### config.mk
export PLATFORM = sky130hd
export DESIGN_NAME = fci_host
export DESIGN_NICKNAME = d
export VERILOG_FILES = /design/src/fci_pkg.sv /design/src/fci_host.sv
export SDC_FILE = /design/constraint.sdc
export NUM_CORES = 1
export LEC_CHECK = 0
export BUFFER_PORTS_ARGS = -buffer_cell sky130_fd_sc_hd__buf_2
export CAP_MARGIN = 15
export CORE_ASPECT_RATIO = 0.9
export CORE_MARGIN = 4
export CORE_UTILIZATION = 25
export DETAILED_ROUTE_END_ITERATION = 8
export GPL_TIMING_DRIVEN = 0
export HOLD_SLACK_MARGIN = 0.06
export MAX_ROUTING_LAYER = met4
export PLACE_DENSITY = 0.47
export SYNTH_ARGS = -nofsm -noshare
export SYNTH_HDL_FRONTEND = slang
export SYNTH_SLANG_ARGS = --single-unit
### constraint.sdc
create_clock -name clk_i -period 7.2 [get_ports clk_i]
set_clock_uncertainty 0.15 [all_clocks]
set_input_delay 1.08 -clock clk_i [delete_from_list [all_inputs] [get_ports clk_i]]
set_output_delay 1.08 -clock clk_i [all_outputs]
set_load 0.02 [all_outputs]
### src/fci_pkg.sv
//------------------------------------------------------------
// constants and carriers of the flash command controller
//------------------------------------------------------------
package fci_pkg;
  localparam logic [7:0] CMD_READ_ARRAY = 8'hFF;
  localparam logic [7:0] CMD_READ_ID = 8'h90;
  localparam logic [7:0] CMD_QUERY = 8'h98;
  localparam logic [7:0] CMD_READ_STATUS = 8'h70;
  localparam logic [7:0] CMD_CLEAR_STATUS = 8'h50;
  localparam logic [7:0] CMD_BUF_SETUP = 8'hE8;
  localparam logic [7:0] CMD_PROG_SETUP = 8'h40;
  localparam logic [7:0] CMD_PROG_ALT = 8'h10;
  localparam logic [7:0] CMD_ERASE_SETUP = 8'h20;
  localparam logic [7:0] CMD_CONFIRM = 8'hD0;
  localparam logic [7:0] CMD_SUSPEND = 8'hB0;
  localparam logic [7:0] CMD_CONFIG = 8'hB8;
  localparam logic [7:0] CMD_LOCK_SETUP = 8'h60;
  localparam logic [7:0] CMD_LOCK_BLOCK = 8'h01;
  localparam logic [7:0] CMD_LOCK_MASTER = 8'hF1;
  localparam logic [4:0] BUF_COUNT_MAX = 5'h1F;
  localparam int unsigned STATUS_READY_BIT = 7;
  localparam int unsigned XSR_READY_BIT = 7;
  localparam int unsigned ADDR_W = 23;
  // bus timing: the strobe lasts this many clocks plus one; setup and hold take one clock each
  localparam real CLK_PERIOD_NS = 20.0;
  localparam real STROBE_NS = 70.0;
  localparam logic [3:0] STROBE_CYC = 4'(int'((STROBE_NS + CLK_PERIOD_NS - 1.0) / CLK_PERIOD_NS));
  // wishbone register offsets (byte addresses)
  localparam logic [3:0] REG_CTRL = 4'h0;
  localparam logic [3:0] REG_ADDR = 4'h4;
  localparam logic [3:0] REG_DATA = 4'h8;
  localparam logic [3:0] REG_STAT = 4'hC;
  // operation codes written into the control register
  typedef enum logic [3:0] {
    FCI_OP_NONE, FCI_OP_ARRAY, FCI_OP_READ, FCI_OP_ID, FCI_OP_QUERY, FCI_OP_STATUS,
    FCI_OP_CLEAR, FCI_OP_PROG, FCI_OP_ERASE, FCI_OP_SUSPEND, FCI_OP_RESUME,
    FCI_OP_CONFIG, FCI_OP_LOCK_BLK, FCI_OP_LOCK_MST, FCI_OP_UNLOCK, FCI_OP_BUFPROG
  } fci_op_e;
  typedef enum logic [2:0] {
    FCI_IDLE, FCI_SETUP, FCI_STROBE, FCI_HOLD, FCI_NEXT, FCI_DONE
  } fci_st_e;
  // flash pins driven by the controller
  typedef struct packed {
    logic chip_select_n;
    logic out_enable_n;
    logic write_enable_n;
    logic [ADDR_W-1:0] addr;
    logic [15:0] dq_out;
    logic dq_oe_n;
  } fci_pins_s;
endpackage : fci_pkg

### src/fci_host.sv
// The implementer's own choices: register access over Wishbone and the placing of the registers.
`timescale 1ns/1ns
module fci_host (
  input wire logic clk_i,
  input wire logic rst_i,
  input wire logic [3:0] wb_adr_i,
  input wire logic [31:0] wb_dat_i,
  output logic [31:0] wb_dat_o,
  input wire logic wb_we_i,
  input wire logic [3:0] wb_sel_i,
  input wire logic wb_cyc_i,
  input wire logic wb_stb_i,
  output logic wb_ack_o,
  output fci_pkg::fci_pins_s pins_o,
  input wire logic [15:0] dq_i,
  input wire logic busy_indicator_out_i,
  output logic reset_powerdown_n_o
);
  import fci_pkg::*;

  //------------------------------------------------------------
  // state
  //------------------------------------------------------------
  typedef struct packed {
    fci_st_e st;
    fci_pins_s pins;
    logic [ADDR_W-1:0] addr;
    logic [15:0] wdata;
    logic [15:0] rdata;
    logic [4:0] count;
    logic [4:0] idx;
    logic [2:0] step;
    fci_op_e op;
    logic is_read;
    logic buf_wait;
    logic err;
    logic ack;
    logic [3:0] tmr;
    logic rstn;
  } fci_state_s;

  fci_state_s q;
  fci_state_s next_q;
  logic wr_req;

  // a write lands at the edge where the master samples ack, while it still holds the request
  assign wr_req = wb_cyc_i && wb_stb_i && wb_we_i && q.ack;

  // one bus cycle per step, except the buffered data step, which repeats for each word; the step list gives command then argument
  function automatic logic [8:0] step_word(input fci_op_e op, input logic [2:0] s, input logic [4:0] cnt);
    // bit 8 set means this step is a read, otherwise the low byte is the command, the count, or 8'hFF for the data word
    logic [8:0] w;
    w = 9'h100;
    unique case (op)
      FCI_OP_ARRAY: w = {1'b0, CMD_READ_ARRAY};
      FCI_OP_CLEAR: w = {1'b0, CMD_CLEAR_STATUS};
      FCI_OP_ID: w = (s == 3'h0) ? {1'b0, CMD_READ_ID} : 9'h100;
      FCI_OP_QUERY: w = (s == 3'h0) ? {1'b0, CMD_QUERY} : 9'h100;
      FCI_OP_STATUS: w = (s == 3'h0) ? {1'b0, CMD_READ_STATUS} : 9'h100;
      FCI_OP_ERASE: w = (s == 3'h0) ? {1'b0, CMD_ERASE_SETUP} : {1'b0, CMD_CONFIRM};
      FCI_OP_SUSPEND: w = {1'b0, CMD_SUSPEND};
      FCI_OP_RESUME: w = {1'b0, CMD_CONFIRM};
      FCI_OP_PROG: w = (s == 3'h0) ? {1'b0, CMD_PROG_SETUP} : 9'h0FF;
      FCI_OP_CONFIG: w = (s == 3'h0) ? {1'b0, CMD_CONFIG} : 9'h0FF;
      FCI_OP_LOCK_BLK: w = (s == 3'h0) ? {1'b0, CMD_LOCK_SETUP} : {1'b0, CMD_LOCK_BLOCK};
      FCI_OP_LOCK_MST: w = (s == 3'h0) ? {1'b0, CMD_LOCK_SETUP} : {1'b0, CMD_LOCK_MASTER};
      FCI_OP_UNLOCK: w = (s == 3'h0) ? {1'b0, CMD_LOCK_SETUP} : {1'b0, CMD_CONFIRM};
      FCI_OP_BUFPROG: begin
        // setup, poll buffer status, count, data, confirm
        unique case (s)
          3'h0: w = {1'b0, CMD_BUF_SETUP};
          3'h1: w = 9'h100;
          3'h2: w = {4'h0, cnt};
          3'h3: w = 9'h0FF;
          default: w = {1'b0, CMD_CONFIRM};
        endcase
      end
      default: w = 9'h100;
    endcase
    return w;
  endfunction

  //------------------------------------------------------------
  // sequencer and register slave
  //------------------------------------------------------------
  always_comb begin
    logic [8:0] w;
    logic last;
    w = step_word(q.op, q.step, q.count);
    last = 1'b0;
    next_q = q;
    next_q.ack = 1'b0;
    if (wb_cyc_i && wb_stb_i && !q.ack) begin
      next_q.ack = 1'b1;
    end
    // register writes; ignored while a sequence runs
    if (wr_req && q.st == FCI_IDLE) begin
      unique case (wb_adr_i)
        REG_ADDR: next_q.addr = wb_dat_i[ADDR_W-1:0];
        REG_DATA: next_q.wdata = wb_dat_i[15:0];
        REG_CTRL: begin
          next_q.op = fci_op_e'(wb_dat_i[3:0]);
          next_q.rstn = wb_dat_i[8];
          next_q.count = (wb_dat_i[20:16] > BUF_COUNT_MAX) ? BUF_COUNT_MAX : wb_dat_i[20:16];
          next_q.step = 3'h0;
          next_q.idx = 5'h0;
          next_q.err = 1'b0;
          if (wb_dat_i[3:0] != 4'h0 && wb_dat_i[8]) begin
            next_q.st = FCI_SETUP;
          end
        end
        default: ;
      endcase
    end
    unique case (q.st)
      FCI_IDLE: begin
        next_q.pins.chip_select_n = 1'b1;
        next_q.pins.out_enable_n = 1'b1;
        next_q.pins.write_enable_n = 1'b1;
        next_q.pins.dq_oe_n = 1'b1;
      end
      FCI_SETUP: begin
        // address and data settle before the strobe opens
        next_q.is_read = w[8] || q.op == FCI_OP_READ;
        next_q.pins.addr = q.addr + ADDR_W'(q.step == 3'h3 ? q.idx : 5'h0);
        next_q.pins.dq_out = w[7:0] == 8'hFF && w[8] == 1'b0 && q.step != 3'h0 ? q.wdata : {8'h00, w[7:0]};
        if (q.op == FCI_OP_ARRAY) begin
          next_q.pins.dq_out = {8'h00, CMD_READ_ARRAY};
        end
        next_q.pins.dq_oe_n = w[8] || q.op == FCI_OP_READ;
        next_q.pins.chip_select_n = 1'b0;
        next_q.tmr = STROBE_CYC;
        next_q.st = FCI_STROBE;
      end
      FCI_STROBE: begin
        // never both strobes at once
        next_q.pins.out_enable_n = !q.is_read;
        next_q.pins.write_enable_n = q.is_read;
        if (q.tmr != 4'h0) begin
          next_q.tmr = q.tmr - 4'h1;
        end else begin
          next_q.st = FCI_HOLD;
          if (q.is_read) begin
            next_q.rdata = dq_i;
          end
        end
      end
      FCI_HOLD: begin
        // raising write enable is the edge the device latches on
        next_q.pins.out_enable_n = 1'b1;
        next_q.pins.write_enable_n = 1'b1;
        next_q.st = FCI_NEXT;
      end
      FCI_NEXT: begin
        next_q.pins.chip_select_n = 1'b1;
        next_q.pins.dq_oe_n = 1'b1;
        next_q.st = FCI_SETUP;
        unique case (q.op)
          FCI_OP_BUFPROG: begin
            if (q.step == 3'h1 && !q.rdata[XSR_READY_BIT]) begin
              next_q.step = 3'h0; // no buffer free: issue setup again
            end else if (q.step == 3'h3 && q.idx != q.count) begin
              next_q.idx = q.idx + 5'h1;
              next_q.wdata = q.wdata;
            end else if (q.step == 3'h4) begin
              last = 1'b1;
            end else begin
              next_q.step = q.step + 3'h1;
            end
          end
          FCI_OP_ARRAY, FCI_OP_CLEAR, FCI_OP_SUSPEND, FCI_OP_RESUME, FCI_OP_READ: last = 1'b1;
          default: last = q.step == 3'h1;
          endcase
        if (!last) begin
          if (!(q.op == FCI_OP_BUFPROG)) begin
            next_q.step = 3'h1;
          end
        end else begin
          next_q.st = FCI_DONE;
        end
      end
      FCI_DONE: begin
        // flag failure from the status word: bit 5 or bit 4, once ready is set
        next_q.err = q.is_read && q.op == FCI_OP_STATUS && q.rdata[STATUS_READY_BIT] && q.rdata[5:4] != 2'h0;
        next_q.st = FCI_IDLE;
      end
      default: next_q.st = FCI_IDLE;
    endcase
  end

  always_ff @(posedge clk_i) begin
    if (rst_i) begin
      q <= '{st: FCI_IDLE, pins: '{chip_select_n: 1'b1, out_enable_n: 1'b1, write_enable_n: 1'b1,
             addr: '0, dq_out: '0, dq_oe_n: 1'b1}, addr: '0, wdata: '0, rdata: '0, count: '0,
             idx: '0, step: '0, op: FCI_OP_NONE, is_read: 1'b0, buf_wait: 1'b0, err: 1'b0,
             ack: 1'b0, tmr: '0, rstn: 1'b0};
    end else begin
      q <= next_q;
    end
  end

  //------------------------------------------------------------
  // outputs
  //------------------------------------------------------------
  // read mux: rdata low byte only for identifier reads
  always_comb begin
    unique case (wb_adr_i)
      REG_CTRL: wb_dat_o = {23'h0, q.rstn, 4'h0, q.op};
      REG_ADDR: wb_dat_o = {9'h0, q.addr};
      REG_DATA: wb_dat_o = {16'h0, q.op == FCI_OP_ID ? {8'h00, q.rdata[7:0]} : q.rdata};
      REG_STAT: wb_dat_o = {28'h0, busy_indicator_out_i, q.err, q.st == FCI_IDLE, q.rdata[STATUS_READY_BIT]};
      default: wb_dat_o = 32'h0;
    endcase
  end

  assign wb_ack_o = q.ack;
  assign pins_o = q.pins;
  assign reset_powerdown_n_o = q.rstn;
endmodule : fci_host

After elaboration in Yosys (flattened, before gate mapping)
Cells that the tools add are included.

operators by class
  $add $sub $neg = 4
  order comparisons = 1
  equality and inequality tests = 31
  mux-type cells = 54
  bitwise logic cells = 2
  reductions and logical operators = 37

operators with widths
  cell                count
  $mux 16             9
  $pmux 9 s14         1
  $pmux 23 s4         1
  $mux 8              6
  $eq 4x4->1 const B  10
  $pmux 9 s4          1
  $mux 3              10
  $mux 9              3
  $mux 12             2
  $add 23x5->23       1
  $eq 4x3->1 const B  5
  $mux 5              4
  $pmux 3 s5          1
  $mux 7              2
  $logic_and 1x1->1   13
  $eq 3x2->1 const B  4
  $reduce_bool 2->1   6
  $eq 3x3->1 const B  3
  $eq 4x2->1 const B  2
  $eq 8x8->1 const B  1
  $mux 1              8
  $pmux 4 s2          1
  $reduce_and 2->1    4
  $reduce_bool 4->1   2
  other kinds (21)    29

storage, ports and cells
  register bits = 126
  bits of input ports = 62
  logic and storage cells = 148

Logic depth before layout (Yosys ltp)
  depth after elaboration = 12
  gate-level depth with buffers = 14
  gate-level depth less buffers = 12

Least setup slack after synthesis
No wires, ideal clock.

  path type = input-to-output
  start point = input wb_adr_i[3]
  end point = output wb_dat_o[8]
  arrival = 2.370 ns
  required time = 5.970 ns
  slack = 3.600 ns
  stages = 6
  buffers on the path = 1
  cells stage by stage = buf_2 -> nor2b_1 -> nand2_1 -> a31oi_1 -> a222oi_1 -> inv_1

on the way
  word-level cells in the longest chain between the ends = 2
  elaborated cells between the ends (all ways) = 5
  classes of those cells = eq/ne: 3; mux: 1; reduce/logical: 1

RTL lines
  what                                line             text
  start: declaration                  fci_host.sv:6    input wire logic [3:0] wb_adr_i,
  $eq 4x4->1 (tied with other cells)  fci_host.sv:207  unique case (wb_adr_i)
  $pmux 23 s4 *                       fci_host.sv:207
  end: declaration                    fci_host.sv:8    output logic [31:0] wb_dat_o,

Mark *: on every way between the ends. The rest lies on a longest branch, timed or not.

Worst setup path in the final report
Same ends and word-level chain as after synthesis.

==> implementation parameters <==
Parameter                              Value

Run status
  Result of the run    completed

Worst setup path
  Origin of the critical flop-to-flop path    q[13]
  Critical Path End    wb_dat_o[8]
  Worst reg2reg path depth    13
  Crit end category    output pin
  Slack of the worst reg-to-reg path    3.42 ns
  Crit-path max FO    8
  Launching element type of the critical path    input pin
  Capture point of the worst reg-to-reg path    pins_o[23]
  Required time of the critical path    5.97 ns
  Crit path kind    in -> out
  Endpoint arrival time on the critical path    3.02 ns
  Worst setup startpoint    wb_adr_i[3]

Placed design
  Place WS    2.92 ns
  Routability-driven placement congestion ratio    0.922
  Post-detailed-placement half-perimeter wirelength    18,700 µm
  Count of buffers from port buffering    114

Pwr
  Internal power    1.22 mW
  Sequential share of power    43.8%
  Fraction of power consumed by the clock network    52.2%
  Maximum vdd ir drop    0.155 mV
  Sw Ratio    23.4%
  Net switching component of the power    0.372 mW
  Cell leakage power    3.35 nW
  Part of the total power dissipated in combinational logic    3.9%
  Pwr dens    191 nW/µm²

Hold path
  Class of the most critical hold timing path    reg -> reg
  Number of instances on the worst hold path    1

Final layout
  Share of post-route cells with drive strength above 1    22.5%
  Commonest non-fill, non-tap cell in the layout    sky130_fd_sc_hd__dfxtp_1
  Most used cells in the layout excluding fill and tap cells    sky130_fd_sc_hd__dfxtp_1, sky130_fd_sc_hd__buf_2, sky130_fd_sc_hd__nor2_1
  Fill cell total of the finished layout    2,886
  Final nets    1,048
  Growth of design area from synthesis to finish    23.5%

Global route
  Wire length of the first global-routing pass    36,500 µm
  Via count of the first global-routing pass    6,103
  Congestion Overflow GR    0
  Maximum number of pins on one net before global-route repair    17
  Number of antenna violations at the first check in global routing    1
  Total Routing Usage GR    16.5%

Clock tree
  CTS Sinks    126
  Clock-pin slew of the registers on the worst-case setup and hold paths    0.06 ns
  Max Buffers Root-to-Sink    2
  Worst-skew pair later-pin latency    0.42 ns
  Total of hold buffers inserted after clock tree synthesis    0
  TritonCTS clock tree    yes
  Number of cells upsized or downsized after cts    0
  Depth of the CTS H-tree    4
  Buffer count from post-CTS setup fixing    0
  Clock root buffer    sky130_fd_sc_hd__clkbuf_16
  CTS Buf Count    17

Synth
  Complex-gate fraction of the synthesized area    17.9%
  Fraction of the mapped netlist area in simple logic gates    21.8%
  Post-synth EDFFs    0
  Multiplexer area fraction after synthesis    6.82%
  Ys async rst share    0%
  Cell area after technology mapping    6770 µm²
  Flop and latch count out of synthesis    126
  Post-Synth Adder-Cell Area    2.51%
  Most common flop cell mapped by yosys    sky130_fd_sc_hd__dfxtp_1
  Post-synthesis cell count    832
  Largest family of logic cells by synthesized area    simple AND/OR/NAND/NOR gates
  Portion of the post-synthesis area used by sequential elements    37.3%
  Yosys warns    0
  Mean instance size in the synthesized netlist    8.14 µm²
  Area share of xor/xnor cells in the synthesized design    3.11%
  Post-synth cell types    68

Flow run
  Max-cap violations    0

Die
  Die X    181 µm
  Initial standard-cell utilization of the core    25.7%
  Chip height    164 µm
  Core area    26,300 µm²
  Site Rows    56
  I/O pin total    139
  Die ar.    29,800 µm²

STA
  Final number of max-transition violations    0
  Final setup viols    0
  Worst path setup slack after routing    2.95 ns
  Max-slew headroom at the worst pin    27.9%
  Share of the clock period used by the worst path after layout    59.1%
  Count of endpoints failing hold in the final timing report    0
  Tmin final    4.25 ns
  RSZ-0062 raised after global routing    false
  Total negative slack for setup checks    0 ns
  Maximum clock frequency    235 MHz
  Slew at the pin closest to its max-slew limit    1.08 ns

Detailed routing
  Vias per cell    4.78
  Drt wl/cell    18.0 µm
  Count of vias placed by the detailed router    6,363
  Iter 0 DRT Violations    463
  Antenna-violating nets left    0
  Post-detailed-route DRC marker count    0
  Final Routed Wirelength    24,000 µm
  Number of iterations in the first detailed-routing pass    6
through the flow:
| step | std cells | hold WS, ns | instance area (µm²) | power (mW) | utilization (%) |
|---|---|---|---|---|---|
| 3_3_place_gp | 1302 | 0.279 | 7800 | 0.777 | 29.6 |
| 4_1_cts | 1331 | 0.293 | 8360 | 1.61 | 31.7 |
| 2_1_floorplan | 840 | 0.282 | 6800 | 0.742 | - |
| 3_5_place_dp | 1302 | 0.279 | 7800 | 0.776 | 29.6 |
| 5_1_grt | 1332 | 0.316 | 8360 | 1.64 | 31.7 |
| 6_report | 1332 | 0.291 | 8360 | 1.59 | 31.7 |
power groups by stage:
stage	sequential (mW)	clock [mW]	combinational, mW
4_1_cts	0.698	0.846	0.0626
6_report	0.698	0.832	0.0625
3_5_place_dp	0.714	0	0.0625
5_1_grt	0.698	0.879	0.0677
2_1_floorplan	0.714	0	0.0281
3_3_place_gp	0.714	0	0.0630
state kept, by name (all words and copies together) (netlist names):
register	count
q	81
pins_o	43
reset_powerdown_n_o	1
wb_ack_o	1
cell type report:
cell class | count | area [µm²] | area share [%]
diodes | 1 | 2.50 | 0.0299
plain buffers | 109 | 643 | 7.69
clock buffers | 18 | 429 | 5.13
clock inverters | 11 | 121 | 1.45
inverters | 18 | 67.6 | 0.808
multi-input cells | 587 | 3570 | 42.7
flip-flops and latches | 126 | 2520 | 30.2
well taps | 348 | 435 | 5.21
repair buffers | 114 | 571 | 6.83
cell usage after synthesis, types with 3 or more instances:
master                     number  area, µm²
sky130_fd_sc_hd__a22oi_1        5       37.5
sky130_fd_sc_hd__o21ai_1        9       45.0
sky130_fd_sc_hd__nor2b_1        7       43.8
sky130_fd_sc_hd__a211oi_1      21        158
sky130_fd_sc_hd__ha_1          12        150
sky130_fd_sc_hd__o211ai_1       7       52.6
sky130_fd_sc_hd__mux2i_1       36        360
sky130_fd_sc_hd__and3_1        14       87.6
sky130_fd_sc_hd__and2_1        10       62.6
sky130_fd_sc_hd__nand2_1       99        372
sky130_fd_sc_hd__buf_4         55        413
sky130_fd_sc_hd__xnor2_1       11       96.3
sky130_fd_sc_hd__dfxtp_1      126       2520
sky130_fd_sc_hd__a311oi_1       5       43.8
sky130_fd_sc_hd__a22o_1         7       61.3
sky130_fd_sc_hd__o221a_2        4       45.0
sky130_fd_sc_hd__a31oi_1       10       62.6
sky130_fd_sc_hd__o21a_1         4       30.0
sky130_fd_sc_hd__inv_1         18       67.6
sky130_fd_sc_hd__or3_1          4       25.0
sky130_fd_sc_hd__nand4_1        7       43.8
sky130_fd_sc_hd__nand2b_1      20        125
sky130_fd_sc_hd__o21ai_0       28        140
sky130_fd_sc_hd__nand3b_1       8       60.1
sky130_fd_sc_hd__nor3_1        14       70.1
sky130_fd_sc_hd__nor2_1       100        375
sky130_fd_sc_hd__xor2_1        13        114
sky130_fd_sc_hd__buf_1          3       11.3
sky130_fd_sc_hd__clkbuf_1      44        165
sky130_fd_sc_hd__nor3b_1        3       22.5
sky130_fd_sc_hd__nand3_1       10       50.1
sky130_fd_sc_hd__a21oi_1       61        305
sky130_fd_sc_hd__mux4_2         4       90.1
sky130_fd_sc_hd__nor4_1         5       31.3
sky130_fd_sc_hd__buf_6          3       33.8
sky130_fd_sc_hd__buf_2          4       20.0
logic make-up (layout without fill, tap and decap cells):
family	count (synthesis)	count (layout)
flip-flops	126	126
other	1	10
adder cells (fa/ha/maj)	13	13
AO/OA/AOI/OAI	187	187
buffers and inverters	127	270
XOR/XNOR	24	24
multiplexers	41	41
AND/OR/NAND/NOR	313	313
worst min path at each step:
stage | to | start
detailed placement | wb_ack_o | wb_ack_o
global route | wb_ack_o | wb_ack_o
finish | wb_ack_o | wb_ack_o
floorplan | pins_o[19] | pins_o[19]
global placement | wb_ack_o | wb_ack_o
CTS | wb_ack_o | wb_ack_o
metal layers:
layer / global-route usage [%] / vias up / wire length [µm]
met4: 3.48 / 0 / 252
met5: - / - / 0
met1: 24.0 / 2995 / 12400
met2: 23.2 / 211 / 9870
met3: 3.92 / 21 / 1510
li1: - / 3136 / -
worst max-delay path: stages:
cell and delay [ns]:
sky130_fd_sc_hd__buf_2 0.19, sky130_fd_sc_hd__nor2b_1 0.34, sky130_fd_sc_hd__nand2_1 0.15, sky130_fd_sc_hd__a31oi_1 0.69, sky130_fd_sc_hd__a222oi_1 0.30, sky130_fd_sc_hd__inv_1 0.10, sky130_fd_sc_hd__buf_2 0.16
Power figures use the tool's default switching activity.
